<file path="src/hw/osd_ctrl_pkg.sv">
/*
  Constants, field positions and carrier types for the display-control
  command decoder. Assumes a single 100 MHz system clock and a serial
  link whose clock is sampled as an ordinary asynchronous input.
*/
package osd_ctrl_pkg;

  // ==========================================================================
  // Command codes and byte layout
  // ==========================================================================
  localparam int          BYTE_W        = 8;
  localparam int          CODE_HI       = 7;
  localparam int          CODE_LO       = 4;
  localparam int          FIRST_BIT     = 7;
  localparam logic [3:0]  CODE_ADDR_SET = 4'h8;
  localparam logic [3:0]  CODE_COLOUR   = 4'hD;
  localparam logic [3:0]  CODE_SYNC     = 4'hE;
  localparam logic [3:0]  CODE_PORT     = 4'hF;
  localparam logic [7:0]  REG_RESET     = 8'h00;

  // ==========================================================================
  // Field positions
  // ==========================================================================
  localparam int PH_LO = 0;
  localparam int PH_HI = 2;
  localparam int BURST_HALT_BIT = 3;
  localparam int BG_OFF_BIT     = 4;
  localparam int SILENCE_BIT    = 0;
  localparam int LINE_SEL_BIT   = 1;
  localparam int SYNC_SEL0_BIT  = 2;
  localparam int SYNC_SEL1_BIT  = 3;
  localparam int LOSS_LO = 0;
  localparam int LOSS_HI = 3;
  localparam int REC_LO  = 4;
  localparam int REC_HI  = 6;
  localparam int PORT_LVL0_BIT = 0;
  localparam int PORT_SEL0_BIT = 1;
  localparam int PORT_LVL1_BIT = 2;
  localparam int PORT_SEL1_BIT = 3;

  // ==========================================================================
  // Display geometry and hysteresis counts
  // ==========================================================================
  localparam int          GRID_COLS  = 24;
  localparam int          GRID_ROWS  = 12;
  localparam int          GRID_CHARS = GRID_COLS * GRID_ROWS;
  localparam logic [3:0]  ROWS_FULL  = 4'hC;
  localparam logic [3:0]  ROWS_SHORT = 4'hA;
  localparam logic [3:0]  ROW_MAX    = 4'hB;
  localparam logic [4:0]  COL_MAX    = 5'h17;
  localparam int          CNT_W      = 9;
  localparam logic [8:0]  LOSS_32    = 9'h020;
  localparam logic [8:0]  LOSS_64    = 9'h040;
  localparam logic [8:0]  LOSS_128   = 9'h080;
  localparam logic [8:0]  LOSS_256   = 9'h100;
  localparam logic [8:0]  REC_4      = 9'h004;
  localparam logic [8:0]  REC_8      = 9'h008;
  localparam logic [8:0]  REC_16     = 9'h010;
  localparam logic [8:0]  CNT_ZERO   = 9'h000;

  // Background phase field codes, and the phases they select in eighths of a turn.
  localparam logic [2:0] PH_CODE_HALF    = 3'h0;
  localparam logic [2:0] PH_CODE_3HALF   = 3'h2;
  localparam logic [2:0] PH_CODE_PI      = 3'h3;
  localparam logic [2:0] PH_CODE_3QUART  = 3'h4;
  localparam logic [2:0] PHASE_HALF_PI   = 3'h2;
  localparam logic [2:0] PHASE_3HALF_PI  = 3'h6;
  localparam logic [2:0] PHASE_PI        = 3'h4;
  localparam logic [2:0] PHASE_3QUART_PI = 3'h3;

  typedef enum logic [1:0] {
    SEL_ADDR,
    SEL_COLOUR,
    SEL_SYNC,
    SEL_PORT
  } cmd_sel_e;

  // Decoded control state seen by the video logic.
  typedef struct packed {
    logic [2:0] bgPhase;
    logic       bgPhaseValid;
    logic       burstOn;
    logic       bgColourOn;
    logic       videoSilence;
    logic [3:0] linesShown;
    logic       tvStandardHi;
    logic       internalSync;
  } video_ctrl_s;

  // Sampled video timing inputs.
  typedef struct packed {
    logic lineTick;
    logic syncSeen;
    logic compSync;
    logic sepSync;
    logic charBorder;
  } video_timing_s;

endpackage : osd_ctrl_pkg

</file>
<file path="src/hw/osd_sync_display_control.sv">
/*
  Command decoder and control registers for the colour/standard, sync
  control and port output commands, plus the sync pin muxing. Assumes
  video timing inputs arrive from outside clk's domain and the serial
  link is driven by a host with a slow clock.
*/
`timescale 1ns/1ps
module osd_sync_display_control (
  // Clock and reset
  input  wire logic                        clk,
  input  wire logic                        rstn,
  // Serial command link
  input  wire logic                        csN,
  input  wire logic                        sclk,
  input  wire logic                        sin,
  // Video timing from the video front end
  input  wire osd_ctrl_pkg::video_timing_s timingIn,
  // Controls to the video path
  output osd_ctrl_pkg::video_ctrl_s        videoCtrl,
  output logic                             syncPresent,
  // Address command fields for the display memory side
  output logic [3:0]                       rowAddr,
  output logic [4:0]                       colAddr,
  output logic                             addrInRange,
  // Sync pins
  output logic                             composite_sync_pin,
  output logic                             separated_sync_pin
);

  // ==========================================================================
  // Serial byte receiver
  // ==========================================================================
  logic [7:0] rxByte;
  logic       rxValid;
  logic       csIdle;

  serial_byte_rx u_rx (
    .clk    (clk),
    .rstn   (rstn),
    .csN    (csN),
    .sclk   (sclk),
    .sin    (sin),
    .rxByte (rxByte),
    .rxValid(rxValid),
    .csIdle (csIdle)
  );

  // ==========================================================================
  // Command registers
  // ==========================================================================
  logic [7:0]             standard_sync_select_first_reg, standard_sync_select_first_next;
  logic [7:0]             background_colour_control_reg, background_colour_control_next;
  logic [7:0]             sync_output_control_reg, sync_output_control_next;
  logic [7:0]             sync_detect_hysteresis_reg, sync_detect_hysteresis_next;
  logic [7:0]             port_output_control_reg, port_output_control_next;
  logic [3:0]             row_reg, row_next;
  logic [4:0]             col_reg, col_next;
  osd_ctrl_pkg::cmd_sel_e sel_reg, sel_next;

  // Command code of a first byte mapped to the selector.
  function automatic osd_ctrl_pkg::cmd_sel_e decodeCode(input logic [3:0] code);
    unique case (code)
      osd_ctrl_pkg::CODE_COLOUR: decodeCode = osd_ctrl_pkg::SEL_COLOUR;
      osd_ctrl_pkg::CODE_SYNC:   decodeCode = osd_ctrl_pkg::SEL_SYNC;
      osd_ctrl_pkg::CODE_PORT:   decodeCode = osd_ctrl_pkg::SEL_PORT;
      default:                   decodeCode = osd_ctrl_pkg::SEL_ADDR;
    endcase
  endfunction : decodeCode

  // Byte decode. Codes other than the three handled here park the decoder
  // on the address command, so their data bytes load the column field.
  always_comb begin
    standard_sync_select_first_next = standard_sync_select_first_reg;
    background_colour_control_next  = background_colour_control_reg;
    sync_output_control_next        = sync_output_control_reg;
    sync_detect_hysteresis_next     = sync_detect_hysteresis_reg;
    port_output_control_next        = port_output_control_reg;
    row_next                        = row_reg;
    col_next                        = col_reg;
    sel_next                        = sel_reg;
    if (csIdle) begin
      sel_next = osd_ctrl_pkg::SEL_ADDR;
    end else if (rxValid) begin
      if (rxByte[osd_ctrl_pkg::FIRST_BIT]) begin
        sel_next = decodeCode(rxByte[osd_ctrl_pkg::CODE_HI:osd_ctrl_pkg::CODE_LO]);
        unique case (decodeCode(rxByte[osd_ctrl_pkg::CODE_HI:osd_ctrl_pkg::CODE_LO]))
          osd_ctrl_pkg::SEL_COLOUR: standard_sync_select_first_next = rxByte;
          osd_ctrl_pkg::SEL_SYNC:   sync_output_control_next        = rxByte;
          osd_ctrl_pkg::SEL_PORT:   port_output_control_next        = rxByte;
          osd_ctrl_pkg::SEL_ADDR: begin
            if (rxByte[osd_ctrl_pkg::CODE_HI:osd_ctrl_pkg::CODE_LO]
                == osd_ctrl_pkg::CODE_ADDR_SET) begin
              row_next = rxByte[3:0];
            end
          end
        endcase
      end else begin
        // Data byte reuses the stored command code.
        unique case (sel_reg)
          osd_ctrl_pkg::SEL_COLOUR: background_colour_control_next = rxByte;
          osd_ctrl_pkg::SEL_SYNC:   sync_detect_hysteresis_next    = rxByte;
          osd_ctrl_pkg::SEL_PORT:   port_output_control_next       = port_output_control_reg;
          osd_ctrl_pkg::SEL_ADDR:   col_next                       = rxByte[4:0];
        endcase
      end
    end
  end

  // Every command register clears on reset.
  always_ff @(posedge clk or negedge rstn) begin
    if (!rstn) begin
      standard_sync_select_first_reg <= osd_ctrl_pkg::REG_RESET;
      background_colour_control_reg  <= osd_ctrl_pkg::REG_RESET;
      sync_output_control_reg        <= osd_ctrl_pkg::REG_RESET;
      sync_detect_hysteresis_reg     <= osd_ctrl_pkg::REG_RESET;
      port_output_control_reg        <= osd_ctrl_pkg::REG_RESET;
      row_reg                        <= 4'h0;
      col_reg                        <= 5'h00;
      sel_reg                        <= osd_ctrl_pkg::SEL_ADDR;
    end else begin
      standard_sync_select_first_reg <= standard_sync_select_first_next;
      background_colour_control_reg  <= background_colour_control_next;
      sync_output_control_reg        <= sync_output_control_next;
      sync_detect_hysteresis_reg     <= sync_detect_hysteresis_next;
      port_output_control_reg        <= port_output_control_next;
      row_reg                        <= row_next;
      col_reg                        <= col_next;
      sel_reg                        <= sel_next;
    end
  end

  assign rowAddr     = row_reg;
  assign colAddr     = col_reg;
  assign addrInRange = (row_reg <= osd_ctrl_pkg::ROW_MAX) &&
                       (col_reg <= osd_ctrl_pkg::COL_MAX);

  // ==========================================================================
  // Video timing synchronisers
  // ==========================================================================
  osd_ctrl_pkg::video_timing_s tMeta_reg, tSync_reg, tLast_reg;
  osd_ctrl_pkg::video_timing_s tMeta_next, tSync_next, tLast_next;

  always_comb begin
    tMeta_next = timingIn;
    tSync_next = tMeta_reg;
    tLast_next = tSync_reg;
  end

  always_ff @(posedge clk or negedge rstn) begin
    if (!rstn) begin
      tMeta_reg <= '0;
      tSync_reg <= '0;
      tLast_reg <= '0;
    end else begin
      tMeta_reg <= tMeta_next;
      tSync_reg <= tSync_next;
      tLast_reg <= tLast_next;
    end
  end

  // ==========================================================================
  // Sync hysteresis thresholds
  // ==========================================================================
  logic [osd_ctrl_pkg::CNT_W-1:0] lossLimit, recoverLimit;
  logic                           lineEdge;

  // Only the one-hot loss codes are honoured; others disable loss detection.
  always_comb begin
    unique case (sync_detect_hysteresis_reg[osd_ctrl_pkg::LOSS_HI:osd_ctrl_pkg::LOSS_LO])
      4'h1:    lossLimit = osd_ctrl_pkg::LOSS_32;
      4'h2:    lossLimit = osd_ctrl_pkg::LOSS_64;
      4'h4:    lossLimit = osd_ctrl_pkg::LOSS_128;
      4'h8:    lossLimit = osd_ctrl_pkg::LOSS_256;
      default: lossLimit = osd_ctrl_pkg::CNT_ZERO;
    endcase
    unique case (sync_detect_hysteresis_reg[osd_ctrl_pkg::REC_HI:osd_ctrl_pkg::REC_LO])
      3'h1:    recoverLimit = osd_ctrl_pkg::REC_4;
      3'h2:    recoverLimit = osd_ctrl_pkg::REC_8;
      3'h4:    recoverLimit = osd_ctrl_pkg::REC_16;
      default: recoverLimit = osd_ctrl_pkg::CNT_ZERO;
    endcase
  end

  assign lineEdge = tSync_reg.lineTick && !tLast_reg.lineTick;

  sync_hysteresis #(
    .CNT_W(osd_ctrl_pkg::CNT_W)
  ) u_hyst (
    .clk         (clk),
    .rstn        (rstn),
    .lineTick    (lineEdge),
    .syncSeen    (tSync_reg.syncSeen),
    .lossLimit   (lossLimit),
    .recoverLimit(recoverLimit),
    .syncPresent (syncPresent)
  );

  // ==========================================================================
  // Video controls and sync pins
  // ==========================================================================
  osd_ctrl_pkg::video_ctrl_s ctrl_reg, ctrl_next;
  logic                      csPin_reg, csPin_next, sepPin_reg, sepPin_next;

  // Registered outputs keep pin glitches from combinational muxing away.
  always_comb begin
    ctrl_next              = '0;
    ctrl_next.bgPhaseValid = 1'b1;
    unique case (background_colour_control_reg[osd_ctrl_pkg::PH_HI:osd_ctrl_pkg::PH_LO])
      osd_ctrl_pkg::PH_CODE_HALF:   ctrl_next.bgPhase = osd_ctrl_pkg::PHASE_HALF_PI;
      osd_ctrl_pkg::PH_CODE_3HALF:  ctrl_next.bgPhase = osd_ctrl_pkg::PHASE_3HALF_PI;
      osd_ctrl_pkg::PH_CODE_PI:     ctrl_next.bgPhase = osd_ctrl_pkg::PHASE_PI;
      osd_ctrl_pkg::PH_CODE_3QUART: ctrl_next.bgPhase = osd_ctrl_pkg::PHASE_3QUART_PI;
      default: begin
        ctrl_next.bgPhase      = osd_ctrl_pkg::PHASE_HALF_PI;
        ctrl_next.bgPhaseValid = 1'b0;
      end
    endcase
    ctrl_next.burstOn      = !background_colour_control_reg[osd_ctrl_pkg::BURST_HALT_BIT];
    ctrl_next.bgColourOn   = !background_colour_control_reg[osd_ctrl_pkg::BG_OFF_BIT];
    ctrl_next.videoSilence = sync_output_control_reg[osd_ctrl_pkg::SILENCE_BIT];
    ctrl_next.linesShown   = sync_output_control_reg[osd_ctrl_pkg::LINE_SEL_BIT] ?
                             osd_ctrl_pkg::ROWS_SHORT : osd_ctrl_pkg::ROWS_FULL;
    ctrl_next.tvStandardHi = standard_sync_select_first_reg[3];
    ctrl_next.internalSync = standard_sync_select_first_reg[0];
    if (port_output_control_reg[osd_ctrl_pkg::PORT_SEL0_BIT]) begin
      csPin_next = port_output_control_reg[osd_ctrl_pkg::PORT_LVL0_BIT];
    end else if (sync_output_control_reg[osd_ctrl_pkg::SYNC_SEL0_BIT]) begin
      csPin_next = tSync_reg.charBorder;
    end else begin
      csPin_next = tSync_reg.compSync;
    end
    if (port_output_control_reg[osd_ctrl_pkg::PORT_SEL1_BIT]) begin
      sepPin_next = port_output_control_reg[osd_ctrl_pkg::PORT_LVL1_BIT];
    end else if (sync_output_control_reg[osd_ctrl_pkg::SYNC_SEL1_BIT]) begin
      sepPin_next = ctrl_next.internalSync ? 1'b1 : tSync_reg.sepSync;
    end else begin
      sepPin_next = tSync_reg.sepSync;
    end
  end

  always_ff @(posedge clk or negedge rstn) begin
    if (!rstn) begin
      ctrl_reg   <= '0;
      csPin_reg  <= 1'b0;
      sepPin_reg <= 1'b0;
    end else begin
      ctrl_reg   <= ctrl_next;
      csPin_reg  <= csPin_next;
      sepPin_reg <= sepPin_next;
    end
  end

  assign videoCtrl          = ctrl_reg;
  assign composite_sync_pin = csPin_reg;
  assign separated_sync_pin = sepPin_reg;

endmodule : osd_sync_display_control

</file>
<file path="src/hw/serial_byte_rx.sv">
/*
  Serial byte receiver: samples chip select, serial clock and data with
  the system clock, finds rising clock edges and assembles MSB-first
  bytes. Assumes the link clock is much slower than clk.
*/
`timescale 1ns/1ps
module serial_byte_rx (
  // Clock and reset
  input  wire logic       clk,
  input  wire logic       rstn,
  // Link pins
  input  wire logic       csN,
  input  wire logic       sclk,
  input  wire logic       sin,
  // Byte output
  output logic [7:0]      rxByte,
  output logic            rxValid,
  output logic            csIdle
);

  // ==========================================================================
  // Synchronisers
  // ==========================================================================
  logic [2:0] meta_reg, sync_reg, last_reg;
  logic [2:0] meta_next, sync_next, last_next;
  logic [7:0] shift_reg, shift_next, byte_reg, byte_next;
  logic [2:0] cnt_reg, cnt_next;
  logic       valid_reg, valid_next;

  // Bit counter and shifter; a byte is complete on the eighth rising edge.
  always_comb begin
    meta_next  = {csN, sclk, sin};
    sync_next  = meta_reg;
    last_next  = sync_reg;
    shift_next = shift_reg;
    cnt_next   = cnt_reg;
    byte_next  = byte_reg;
    valid_next = 1'b0;
    if (sync_reg[2]) begin
      cnt_next = 3'h0;  // Deselect discards a partial byte.
    end else if (sync_reg[1] && !last_reg[1]) begin
      shift_next = {shift_reg[6:0], sync_reg[0]};
      cnt_next   = cnt_reg + 3'h1;
      if (cnt_reg == 3'h7) begin
        byte_next  = {shift_reg[6:0], sync_reg[0]};
        valid_next = 1'b1;
      end
    end
  end

  always_ff @(posedge clk or negedge rstn) begin
    if (!rstn) begin
      meta_reg  <= 3'h7;
      sync_reg  <= 3'h7;
      last_reg  <= 3'h7;
      shift_reg <= 8'h00;
      cnt_reg   <= 3'h0;
      byte_reg  <= 8'h00;
      valid_reg <= 1'b0;
    end else begin
      meta_reg  <= meta_next;
      sync_reg  <= sync_next;
      last_reg  <= last_next;
      shift_reg <= shift_next;
      cnt_reg   <= cnt_next;
      byte_reg  <= byte_next;
      valid_reg <= valid_next;
    end
  end

  assign rxByte  = byte_reg;
  assign rxValid = valid_reg;
  assign csIdle  = sync_reg[2];

endmodule : serial_byte_rx

</file>
<file path="src/hw/sync_hysteresis.sv">
/*
  External sync presence detector with separate loss and recovery line
  counts. Assumes one lineTick pulse per horizontal line period.
*/
`timescale 1ns/1ps
module sync_hysteresis #(
  parameter int CNT_W = osd_ctrl_pkg::CNT_W
) (
  // Clock and reset
  input  wire logic             clk,
  input  wire logic             rstn,
  // Line timing
  input  wire logic             lineTick,
  input  wire logic             syncSeen,
  // Thresholds, zero meaning none
  input  wire logic [CNT_W-1:0] lossLimit,
  input  wire logic [CNT_W-1:0] recoverLimit,
  // Status
  output logic                  syncPresent
);

  logic [CNT_W-1:0] cnt_reg, cnt_next;
  logic             present_reg, present_next;

  // Counts consecutive lines that disagree with the current state.
  always_comb begin
    cnt_next     = cnt_reg;
    present_next = present_reg;
    if (present_reg) begin
      if (lossLimit == '0) begin
        cnt_next = '0;
      end else if (lineTick) begin
        if (syncSeen) begin
          cnt_next = '0;
        end else if (cnt_reg + 1'b1 >= lossLimit) begin
          present_next = 1'b0;
          cnt_next     = '0;
        end else begin
          cnt_next = cnt_reg + 1'b1;
        end
      end
    end else if (lineTick) begin
      if (!syncSeen) begin
        cnt_next = '0;
      end else if (recoverLimit == '0 || cnt_reg + 1'b1 >= recoverLimit) begin
        present_next = 1'b1;
        cnt_next     = '0;
      end else begin
        cnt_next = cnt_reg + 1'b1;
      end
    end
  end

  always_ff @(posedge clk or negedge rstn) begin
    if (!rstn) begin
      cnt_reg     <= '0;
      present_reg <= 1'b0;
    end else begin
      cnt_reg     <= cnt_next;
      present_reg <= present_next;
    end
  end

  assign syncPresent = present_reg;

endmodule : sync_hysteresis

</file>
<file path="config.mk">
export PLATFORM = sky130hd
export DESIGN_NAME = osd_sync_display_control
export DESIGN_NICKNAME = d
export VERILOG_FILES = /design/src/hw/osd_ctrl_pkg.sv /design/src/hw/osd_sync_display_control.sv /design/src/hw/serial_byte_rx.sv /design/src/hw/sync_hysteresis.sv
export SDC_FILE = /design/constraint.sdc
export NUM_CORES = 1
export LEC_CHECK = 0
export ABC_AREA = 1
export BUFFER_PORTS_ARGS = -buffer_cell sky130_fd_sc_hd__buf_2
export CAP_MARGIN = 20
export CORE_ASPECT_RATIO = 0.7
export CORE_MARGIN = 3
export CORE_UTILIZATION = 37
export CTS_CLUSTER_DIAMETER = 50
export CTS_CLUSTER_SIZE = 40
export DETAILED_ROUTE_END_ITERATION = 12
export GPL_ROUTABILITY_DRIVEN = 0
export PLACE_DENSITY = 0.58
export SLEW_MARGIN = 20
export SYNTH_ARGS = -nofsm -noshare
export SYNTH_HDL_FRONTEND = slang
export SYNTH_HIERARCHICAL = 1
export SYNTH_SLANG_ARGS = --single-unit
</file>
<file path="constraint.sdc">
create_clock -name clk -period 2.9 [get_ports clk]
set_clock_uncertainty 0.15 [all_clocks]
set_input_delay 0.58 -clock clk [delete_from_list [all_inputs] [get_ports clk]]
set_output_delay 0.58 -clock clk [all_outputs]
set_load 0.1 [all_outputs]
</file>
==> results of run 1 <==
stage by stage:
| step | area (um^2) | utilization, % | std cells |
|---|---|---|---|
| global placement | 4860 | 42.8 | 712 |
| global route | 5190 | 45.6 | 728 |
| finish | 5190 | 45.6 | 728 |
| CTS | 5190 | 45.6 | 728 |
| detailed placement | 4860 | 42.8 | 712 |
| floorplan | 4530 | - | 530 |
synthesized netlist by cell type:
library cell / count / area, um^2
nand3_2: 2 / 20.0
o21ai_2: 2 / 17.5
nand3_4: 1 / 17.5
a21boi_2: 1 / 11.3
nand2_1: 158 / 593
nor3_2: 1 / 10.0
conb_1: 2 / 7.51
dfstp_2: 7 / 184
a22o_1: 1 / 8.76
nand3_1: 45 / 225
buf_2: 2 / 10.0
inv_1: 65 / 244
buf_6: 1 / 11.3
xor2_1: 4 / 35.0
nor2_1: 37 / 139
clkbuf_8: 1 / 13.8
nand4_1: 10 / 62.6
nor2_2: 3 / 18.8
o22ai_1: 2 / 12.5
buf_4: 2 / 15.0
or2_2: 1 / 6.26
nand4_2: 1 / 12.5
inv_2: 4 / 15.0
nand3b_1: 2 / 15.0
clkinv_1: 2 / 7.51
a21oi_1: 4 / 20.0
ha_1: 21 / 263
dfrtp_1: 87 / 2180
nand2_4: 3 / 33.8
o21ai_0: 22 / 110
nor3_1: 5 / 25.0
a21oi_2: 1 / 8.76
nand2_2: 1 / 6.26
nor2_4: 6 / 67.6
a21oi_4: 1 / 16.3
a21o_1: 2 / 15.0
metal layers:
metal	vias up	part of all wire, %	track usage [%]
met1	1486	54	21.2
met2	68	40	18.0
met4	0	1.1	4.29
li1	1713	-	-
met5	-	0	0
met3	6	5.4	3.91
layout make-up:
cell class                      instances  area, um^2
Clock inverter                          5        82.6
Inverter                               71         267
Multi-Input combinational cell        359        1850
Fill cell                            1077        6180
Timing Repair Buffer                   35         193
Tap cell                              153         191
Clock buffer                           11         243
Sequential cell                        94        2360
final timing paths:
check                                    end  cells after the start  slack [ns]
max                        u_hyst/cnt_reg[8]                     15        0.29
min                             videoCtrl[4]                      2        0.11
max reg2reg                u_hyst/cnt_reg[8]                     15        0.29
min reg2reg                    tLast_next[1]                      0        0.20
max in group asynchronous  u_rx/last_next[2]                      2        2.07
min in group clk            u_rx/meta_reg[1]                      1        0.18
where the power goes:
part           switching (mW)  leakage [nW]  total, mW  internal, mW
sequential             0.0766          1.22       1.45          1.38
combinational           0.314          1.33      0.461         0.147
clock                   0.492         0.160       1.27         0.781
total                   0.882          2.71       3.19          2.30
cells by family after synthesis:
group | count (synthesis) | share of synthesized area [%]
compound gates | 36 | 4.94
other cells | 2 | 0.169
buf+inv | 77 | 7.10
simple gates | 276 | 28.1
xor+xnor | 4 | 0.786
flops | 94 | 53.0
fa+ha+maj | 21 | 5.90
==> results.py, run 1 <==
metrics = {
    "status": {
        "status": "finished clean",
    },
    "critical_path": {
        "critPathRequiredTime_ns": 2.98,
        "crit_family": "simple AND/OR/NAND/NOR gates",
        "crit_buf_inv": 1,
        "cp-startpoint": "u_hyst/cnt_reg[0]",
        "crit_path_max_fanout": 7,
        "critical_path_arrival_ns": 2.69,
        "endpoint_kind": "register",
        "cp_common_cell": "nand2_1",
        "cp-start-kind": "register",
        "crit_chain": "ha_1, nand3_2, nor2_2, nand3_1, nand2_1, inv_1, ha_1, nand2_1, nor2_1, a21boi_2, nor2_4, nand2_2, nand2_4, nand3_1, nand2_1",
        "path_class": "register to register",
        "slowest_stage": "dfrtp_1",
        "cpPeakStageDelay_ns": 0.48,
        "r2r_start": "u_hyst/cnt_reg[0]",
    },
    "floorplanning": {
        "die_w_um": 137,
        "start_util_pct": 39.2,
        "io_pins": 36,
        "die_h_um": 97.8,
        "num_rows": 32,
        "die_area_um2": 13400,
        "core_area_um2": 11400,
    },
    "synth": {
        "syn_inst": 510,
        "ys_ff_latch": 94,
        "yosysWarnings": 6,
        "avgSynthCellArea_um2": 8.74,
        "ys_seq_area_share_pct": 53.0,
        "synth_cell_types": 36,
        "syn_area_um2": 4460,
    },
    "clock_network": {
        "cts_resized": 0,
        "postCtsSetupRepairBufs": 0,
        "cts_hold_buf": 0,
        "cts_buffer_depth": 2,
        "htreeDepth": 3,
        "cts_buffers": 9,
        "cts_tree": "done",
        "root_buffer": "clkbuf_16",
        "clkSinkCount": 94,
        "clk_pin_slew_worst_paths_ns": 0.07,
        "clkLatencyLatePin_ns": 0.34,
    },
    "finish": {
        "final_cell_mix": "158 x nand2_1, 87 x dfrtp_1, 65 x inv_1",
        "fin_nets": 601,
        "area_growth_pct": 16.5,
        "final_common_cell": "nand2_1",
        "antennaDiodeCount": 0,
        "drive_above_1_share_pct": 14.8,
        "largest_reg_flops": 12,
    },
    "drt": {
        "avgRoutedWirePerCell_um": 11.6,
        "via_per_inst": 4.50,
        "post-route-drc-count": 0,
        "num_vias": 3273,
        "ant_nets": 0,
        "firstDrtPassIters": 5,
        "wl_mm": 8.41,
        "drt-initial-drc-count": 166,
    },
    "sta": {
        "tns_ns": 0,
        "final_max_slew_viol_count": 0,
        "setup_slack_ns": 0.286,
        "period_needed_ns": 2.61,
        "max_slew_margin_pct": 66.1,
        "timing.fmax_ghz": 0.383,
        "setup_violations": 0,
        "timing.final.crit_share_pct": 90.1,
        "worst_pin_slew_ns": 0.508,
        "finalHoldViolCount": 0,
        "fin_hold_ws_ns": 0.112,
        "rsz0062_at_grt": "false",
    },
    "worst_hold_path": {
        "hold_path_class": "input port to async pin",
    },
    "global_route": {
        "track_usage_pct": 13.6,
        "grt_pass1_wl_mm": 14.7,
        "antenna_found_initial": 0,
        "grt_max_degree": 95,
        "grt.overflow.total": 0,
        "grt_pass1_vias": 3066,
    },
    "place": {
        "dpl.hpwl_mm": 6.02,
        "port-buffer-count": 34,
        "place_ws_ns": 0.319,
    },
    "flow_run": {
        "cap_viol_max_count": 0,
    },
    "power_and_ir_drop": {
        "fin_total_pwr_mw": 3.19,
        "p_per_area_nw_per_um2": 614,
        "p_leak_nw": 2.71,
        "ir_drop_mv": 0.305,
    },
}
Power figures use the tool's default switching activity.
==> inputs of run 2 (changes only) <==
--- a/config.mk
+++ b/config.mk
@@ -15,7 +15,7 @@
 export CTS_CLUSTER_SIZE = 40
 export DETAILED_ROUTE_END_ITERATION = 12
 export GPL_ROUTABILITY_DRIVEN = 0
-export PLACE_DENSITY = 0.58
+export PLACE_DENSITY = 0.66
 export SLEW_MARGIN = 20
 export SYNTH_ARGS = -nofsm -noshare
 export SYNTH_HDL_FRONTEND = slang
==> run 2 against run 1 <==
Net effect:
- first-iteration DRC count grew 25%
- via count grew 0.73%
- fmax shrank 0.25%
- non-clock buffer count grew 1
- register-to-register slack is essentially flat
- design area shrank 0.46%
- sequential power is essentially flat
- power shrank 4.7%
- routed wire length shrank 4.4%
- global-route usage shrank 0.24 points
- critical endpoint is now u_hyst/cnt_reg[7]
- largest power group unchanged
==> results.py, run 2 (synthesized netlist as in run 1, its figures left out) <==
metrics = {
    "status": {
        "status": "finished clean",
    },
    "sta": {
        "tns_ns": 0,
        "final_max_slew_viol_count": 0,
        "setup_slack_ns": 0.279,
        "timing.final.crit_share_pct": 90.4,
        "rsz0062_at_grt": "false",
        "timing.fmax_ghz": 0.382,
        "setup_violations": 0,
        "finalHoldViolCount": 0,
        "period_needed_ns": 2.62,
        "fin_hold_ws_ns": 0.183,
    },
    "critical_path": {
        "path_class": "register to register",
        "critPathRequiredTime_ns": 2.99,
        "cp-start-kind": "register",
        "crit_buf_inv": 2,
        "endpoint_kind": "register",
        "crit_chain": "ha_1, nand3_2, inv_1, a21o_1, nand2_1, inv_1, ha_1, nand2_1, nor2_2, nand3_1, nand2_1, nor2_4, nand3_4, nand2_4, nand3_1, nand2_1",
        "cp_common_cell": "nand2_1",
        "crit_path_max_fanout": 7,
        "cpPeakStageDelay_ns": 0.47,
        "crit_family": "simple AND/OR/NAND/NOR gates",
        "slowest_stage": "dfrtp_1",
        "critical_path_arrival_ns": 2.71,
    },
    "finish": {
        "seq_area_um2": 2360,
        "final_cell_mix": "158 x nand2_1, 87 x dfrtp_1, 65 x inv_1",
        "multi_input_area_um2": 1860,
        "fin_nets": 602,
        "area_growth_pct": 16.0,
        "drive_above_1_share_pct": 15.1,
        "fillers": 1094,
        "largest_reg_flops": 12,
        "final_common_cell": "nand2_1",
        "final_area_um2": 5170,
        "antennaDiodeCount": 0,
    },
    "global_route": {
        "grt_pass1_wl_mm": 14.6,
        "grt_pass1_vias": 3097,
        "grt.overflow.total": 0,
        "track_usage_pct": 13.4,
        "antenna_found_initial": 0,
        "grt_max_degree": 70,
    },
    "flow_run": {
        "cap_viol_max_count": 0,
    },
    "clock_network": {
        "cts_buffer_depth": 2,
        "clkLatencyLatePin_ns": 0.34,
        "clk_pin_slew_worst_paths_ns": 0.07,
        "postCtsSetupRepairBufs": 0,
        "cts_tree": "done",
        "htreeDepth": 3,
        "clkSinkCount": 94,
        "cts_buffers": 9,
        "root_buffer": "clkbuf_16",
    },
    "floorplanning": {
        "die_h_um": 97.8,
        "num_rows": 32,
        "io_pins": 36,
        "die_w_um": 137,
        "core_area_um2": 11400,
        "die_area_um2": 13400,
        "start_util_pct": 39.2,
    },
    "drt": {
        "avgRoutedWirePerCell_um": 11.0,
        "wl_mm": 8.04,
        "via_per_inst": 4.52,
        "drt-initial-drc-count": 208,
        "num_vias": 3297,
        "post-route-drc-count": 0,
        "firstDrtPassIters": 4,
        "ant_nets": 0,
    },
    "place": {
        "dpl-instance-area_um2": 4860,
        "port-buffer-count": 34,
        "dpl.hpwl_mm": 5.95,
        "place_ws_ns": 0.243,
    },
    "power_and_ir_drop": {
        "ir_drop_mv": 0.339,
        "p_per_area_nw_per_um2": 588,
        "p_leak_nw": 2.69,
    },
    "worst_hold_path": {
        "hold_path_class": "input port to register",
    },
}
[run 2: power by group]
group / leakage [nW] / total (mW) / switching, mW / internal (mW)
logic: 1.34 / 0.461 / 0.312 / 0.149
registers: 1.22 / 1.45 / 0.0745 / 1.37
clock network: 0.136 / 1.13 / 0.525 / 0.600
[run 2: area by class of cell]
| class | count | area share (%) |
|---|---|---|
| sequential | 94 | 45.7 |
| multi-input combinational | 359 | 35.9 |
| inverter | 71 | 5.16 |
| clock buffer | 9 | 4.36 |
| timing repair buffer | 36 | 3.92 |
| tap | 153 | 3.71 |
| clock inverter | 7 | 1.24 |
[run 2: path summary, 6_finish.rpt]
check                                     to  cells past startpoint         startpoint  slack (ns)
max                        u_hyst/cnt_reg[7]                     16  u_hyst/cnt_reg[0]        0.28
min                         u_rx/meta_reg[0]                      1                sin        0.18
max reg2reg                u_hyst/cnt_reg[7]                     16  u_hyst/cnt_reg[0]        0.28
min reg2reg                    tLast_next[2]                      0       tMeta_reg[2]        0.20
max in group asynchronous   u_rx/last_reg[1]                      3               rstn        1.37
min in group asynchronous       videoCtrl[6]                      2               rstn        0.52
[run 2: through the flow]
stage	power (mW)	utilization [%]	std cells
floorplan	1.83	-	530
global placement	1.92	42.8	712
detailed placement	1.93	42.8	712
CTS	3.08	45.4	729
global route	3.22	45.4	729
finish	3.04	45.4	729
[run 2: timing repair]
item	4_1_cts	5_1_grt
endpoints found under the hold margin	25	0
gates resized for setup	0	1
hold buffers	1	0
endpoints found under the setup margin	0	5
[run 2: worst register-to-register path, cell delays in order (launching register included)]
cell	delay, ns
dfrtp_1	0.47
ha_1	0.28
nand3_2	0.12
inv_1	0.07
a21o_1	0.17
nand2_1	0.07
inv_1	0.06
ha_1	0.29
nand2_1	0.08
nor2_2	0.17
nand3_1	0.11
nand2_1	0.13
nor2_4	0.06
nand3_4	0.08
nand2_4	0.07
nand3_1	0.07
nand2_1	0.05
[run 2: routing by layer]
| metal | part of all wire, % | GRT usage (%) |
|---|---|---|
| met5 | 0 | 0 |
| met4 | 1.5 | 4.37 |
| met3 | 5.0 | 3.24 |
| met2 | 41 | 19.3 |
| met1 | 52 | 19.8 |
==> inputs of run 3 (changes only) <==
--- a/config.mk
+++ b/config.mk
@@ -6,16 +6,16 @@
 export NUM_CORES = 1
 export LEC_CHECK = 0
 export ABC_AREA = 1
-export BUFFER_PORTS_ARGS = -buffer_cell sky130_fd_sc_hd__buf_2
 export CAP_MARGIN = 20
-export CORE_ASPECT_RATIO = 0.7
 export CORE_MARGIN = 3
 export CORE_UTILIZATION = 37
+export CTS_BUF_LIST = sky130_fd_sc_hd__clkbuf_8
 export CTS_CLUSTER_DIAMETER = 50
 export CTS_CLUSTER_SIZE = 40
 export DETAILED_ROUTE_END_ITERATION = 12
+export DONT_BUFFER_PORTS = 1
 export GPL_ROUTABILITY_DRIVEN = 0
-export PLACE_DENSITY = 0.66
+export PLACE_DENSITY = 0.63
 export SLEW_MARGIN = 20
 export SYNTH_ARGS = -nofsm -noshare
 export SYNTH_HDL_FRONTEND = slang
==> run 3 against run 2 <==
Net effect:
- worst hold slack got worse by 0.14 ns
- routed wire length is 7.0% higher
- utilization fell by 2.9 points
- combinational power up 1%
- die area is 0.16% lower
- count of clock-buffer cells in the layout is the same
- register-to-register slack lost 0.04 ns
- fmax shrank 1.5%
- global-route usage rose by 0.93 points
- power decreased by 7.9%
- final cell count is 5.2% lower
- non-clock buffer count decreased by 28
==> results.py, run 3 (synthesized netlist as in run 1, its figures left out) <==
metrics = {
    "power_and_ir_drop": {
        "p_clk_share_pct": 31.5,
        "p_leak_nw": 2.54,
        "netSwitchingFraction_pct": 31.2,
        "ir_drop_mv": 0.285,
        "comb_power_share_pct": 16.7,
        "p_sw_uw": 873,
        "power.internal_mw": 1.92,
        "p_per_area_nw_per_um2": 566,
        "pwr-share-seq_pct": 51.8,
    },
    "sta": {
        "timing.fmax_ghz": 0.376,
        "setup_slack_ns": 0.240,
        "rsz0062_at_grt": "false",
        "final_max_slew_viol_count": 0,
        "setup_violations": 0,
        "finalHoldViolCount": 0,
        "tns_ns": 0,
        "max_slew_margin_pct": 37.9,
        "period_needed_ns": 2.66,
        "timing.final.crit_share_pct": 91.7,
        "fin_hold_ws_ns": 0.0431,
        "worst_pin_slew_ns": 0.931,
    },
    "global_route": {
        "grt_max_degree": 95,
        "track_usage_pct": 14.3,
        "grt_pass1_wl_mm": 14.9,
        "grt_pass1_vias": 3160,
        "antenna_found_initial": 0,
        "grt.overflow.total": 0,
    },
    "finish": {
        "largest_reg_flops": 12,
        "area_growth_pct": 10.8,
        "final_cell_mix": "158 x nand2_1, 87 x dfrtp_1, 66 x inv_1",
        "fin_nets": 574,
        "antennaDiodeCount": 0,
        "finalNonFillerCells": 691,
        "final_common_cell": "nand2_1",
        "drive_above_1_share_pct": 10.4,
    },
    "worst_hold_path": {
        "hold_path_class": "input port to register",
    },
    "clock_network": {
        "cts_buffers": 9,
        "htreeDepth": 3,
        "cts_tree": "done",
        "clk_pin_slew_worst_paths_ns": 0.09,
        "cts_resized": 0,
        "root_buffer": "clkbuf_8",
        "cts_buffer_depth": 2,
        "clkSinkCount": 94,
        "clkLatencyLatePin_ns": 0.37,
    },
    "critical_path": {
        "endpoint_kind": "register",
        "crit_chain": "ha_1, nand3_2, inv_1, a21o_1, nand2_1, inv_1, ha_1, nand2_1, nor2_1, nand3_1, nand2_1, nor2_4, nand3_4, nand2_4, nand3_1, nand2_1",
        "cp_common_cell": "nand2_1",
        "crit_path_max_fanout": 7,
        "critical_path_arrival_ns": 2.76,
        "crit_family": "simple AND/OR/NAND/NOR gates",
        "rrSetupSlack_ns": 0.24,
        "cp-start-kind": "register",
        "critPathRequiredTime_ns": 3.00,
        "slowest_stage": "dfrtp_1",
        "cpPeakStageDelay_ns": 0.47,
        "crit_buf_inv": 2,
        "path_class": "register to register",
    },
    "drt": {
        "post-route-drc-count": 0,
        "drt-initial-drc-count": 151,
        "num_vias": 3240,
        "firstDrtPassIters": 4,
        "wl_mm": 8.60,
        "via_per_inst": 4.69,
        "avgRoutedWirePerCell_um": 12.4,
        "ant_nets": 0,
    },
    "floorplanning": {
        "start_util_pct": 38.4,
        "die_h_um": 116,
        "die_area_um2": 13400,
        "core_area_um2": 11600,
        "io_pins": 36,
        "die_w_um": 116,
        "num_rows": 39,
    },
    "flow_run": {
        "cap_viol_max_count": 0,
    },
    "place": {
        "place_ws_ns": 0.261,
        "port-buffer-count": 0,
        "dpl.hpwl_mm": 6.14,
        "dpl.cell_count": 673,
    },
    "status": {
        "status": "finished clean",
    },
}
-- run 3: changes by cell type in the layout (fill, tap and decap cells not counted), sizes merged --
cell      change
inv           -1
bufinv        +1
clkinvlp      -1
buf          -28
clkinv        +1
-- run 3: path summary, 6_finish.rpt --
kind                              startpoint           endpoint  depth (start not counted)
min in group asynchronous               rstn       tMeta_reg[1]                          2
setup / recovery           u_hyst/cnt_reg[0]  u_hyst/cnt_reg[7]                         16
hold / removal                          sclk   u_rx/meta_reg[1]                          0
hold reg to reg                 tMeta_reg[0]      tLast_next[0]                          0
setup reg to reg           u_hyst/cnt_reg[0]  u_hyst/cnt_reg[7]                         16
max in group asynchronous               rstn   u_rx/meta_reg[1]                          2
-- run 3: worst register-to-register path: stages (launching register included) --
cell     delay (ns)
dfrtp_1        0.47
ha_1           0.27
nand3_2        0.11
inv_1          0.06
a21o_1         0.17
nand2_1        0.07
inv_1          0.07
ha_1           0.30
nand2_1        0.07
nor2_1         0.21
nand3_1        0.11
nand2_1        0.12
nor2_4         0.06
nand3_4        0.07
nand2_4        0.08
nand3_1        0.08
nand2_1        0.08
-- run 3: through the flow --
| stage | utilization [%] | instance area [um^2] | total power, mW |
|---|---|---|---|
| global placement | 40.5 | 4700 | 1.89 |
| CTS | 42.5 | 4940 | 2.83 |
| global route | 42.5 | 4940 | 2.98 |
| detailed placement | 40.5 | 4700 | 1.91 |
| floorplan | - | 4530 | 1.83 |
| finish | 42.5 | 4940 | 2.80 |
-- run 3: repair_timing --
item | in CTS | in global routing
buffers inserted | 0 | 0
hold buffers | 2 | 0
endpoints found under the hold margin | 94 | 0
setup endpoints to repair | 0 | 0
-- run 3: power groups by stage --
stage | logic [mW] | registers, mW | clock network, mW
after floorplan | 0.326 | 1.51 | 0
after global placement | 0.420 | 1.47 | 0
after detailed placement | 0.433 | 1.47 | 0
after CTS | 0.467 | 1.45 | 0.919
after global routing | 0.545 | 1.46 | 0.981
final | 0.466 | 1.45 | 0.882
-- run 3: routing by layer --
layer  routed length [um]  global-route usage [%]  share of wire, %
met1                 3920                    17.8                46
met5                    0                       0                 0
met3                  345                    3.81               4.0
met2                 4140                    23.3                48
met4                  193                    6.96               2.2
-- run 3: area by class of cell --
type | instances | area, um^2
multi-input cells | 359 | 1850
clock inverters | 7 | 72.6
inverters | 71 | 267
clock buffers | 9 | 124
fillers | 1179 | 6680
flip-flops and latches | 94 | 2360
repair buffers | 8 | 82.6
well taps | 143 | 179
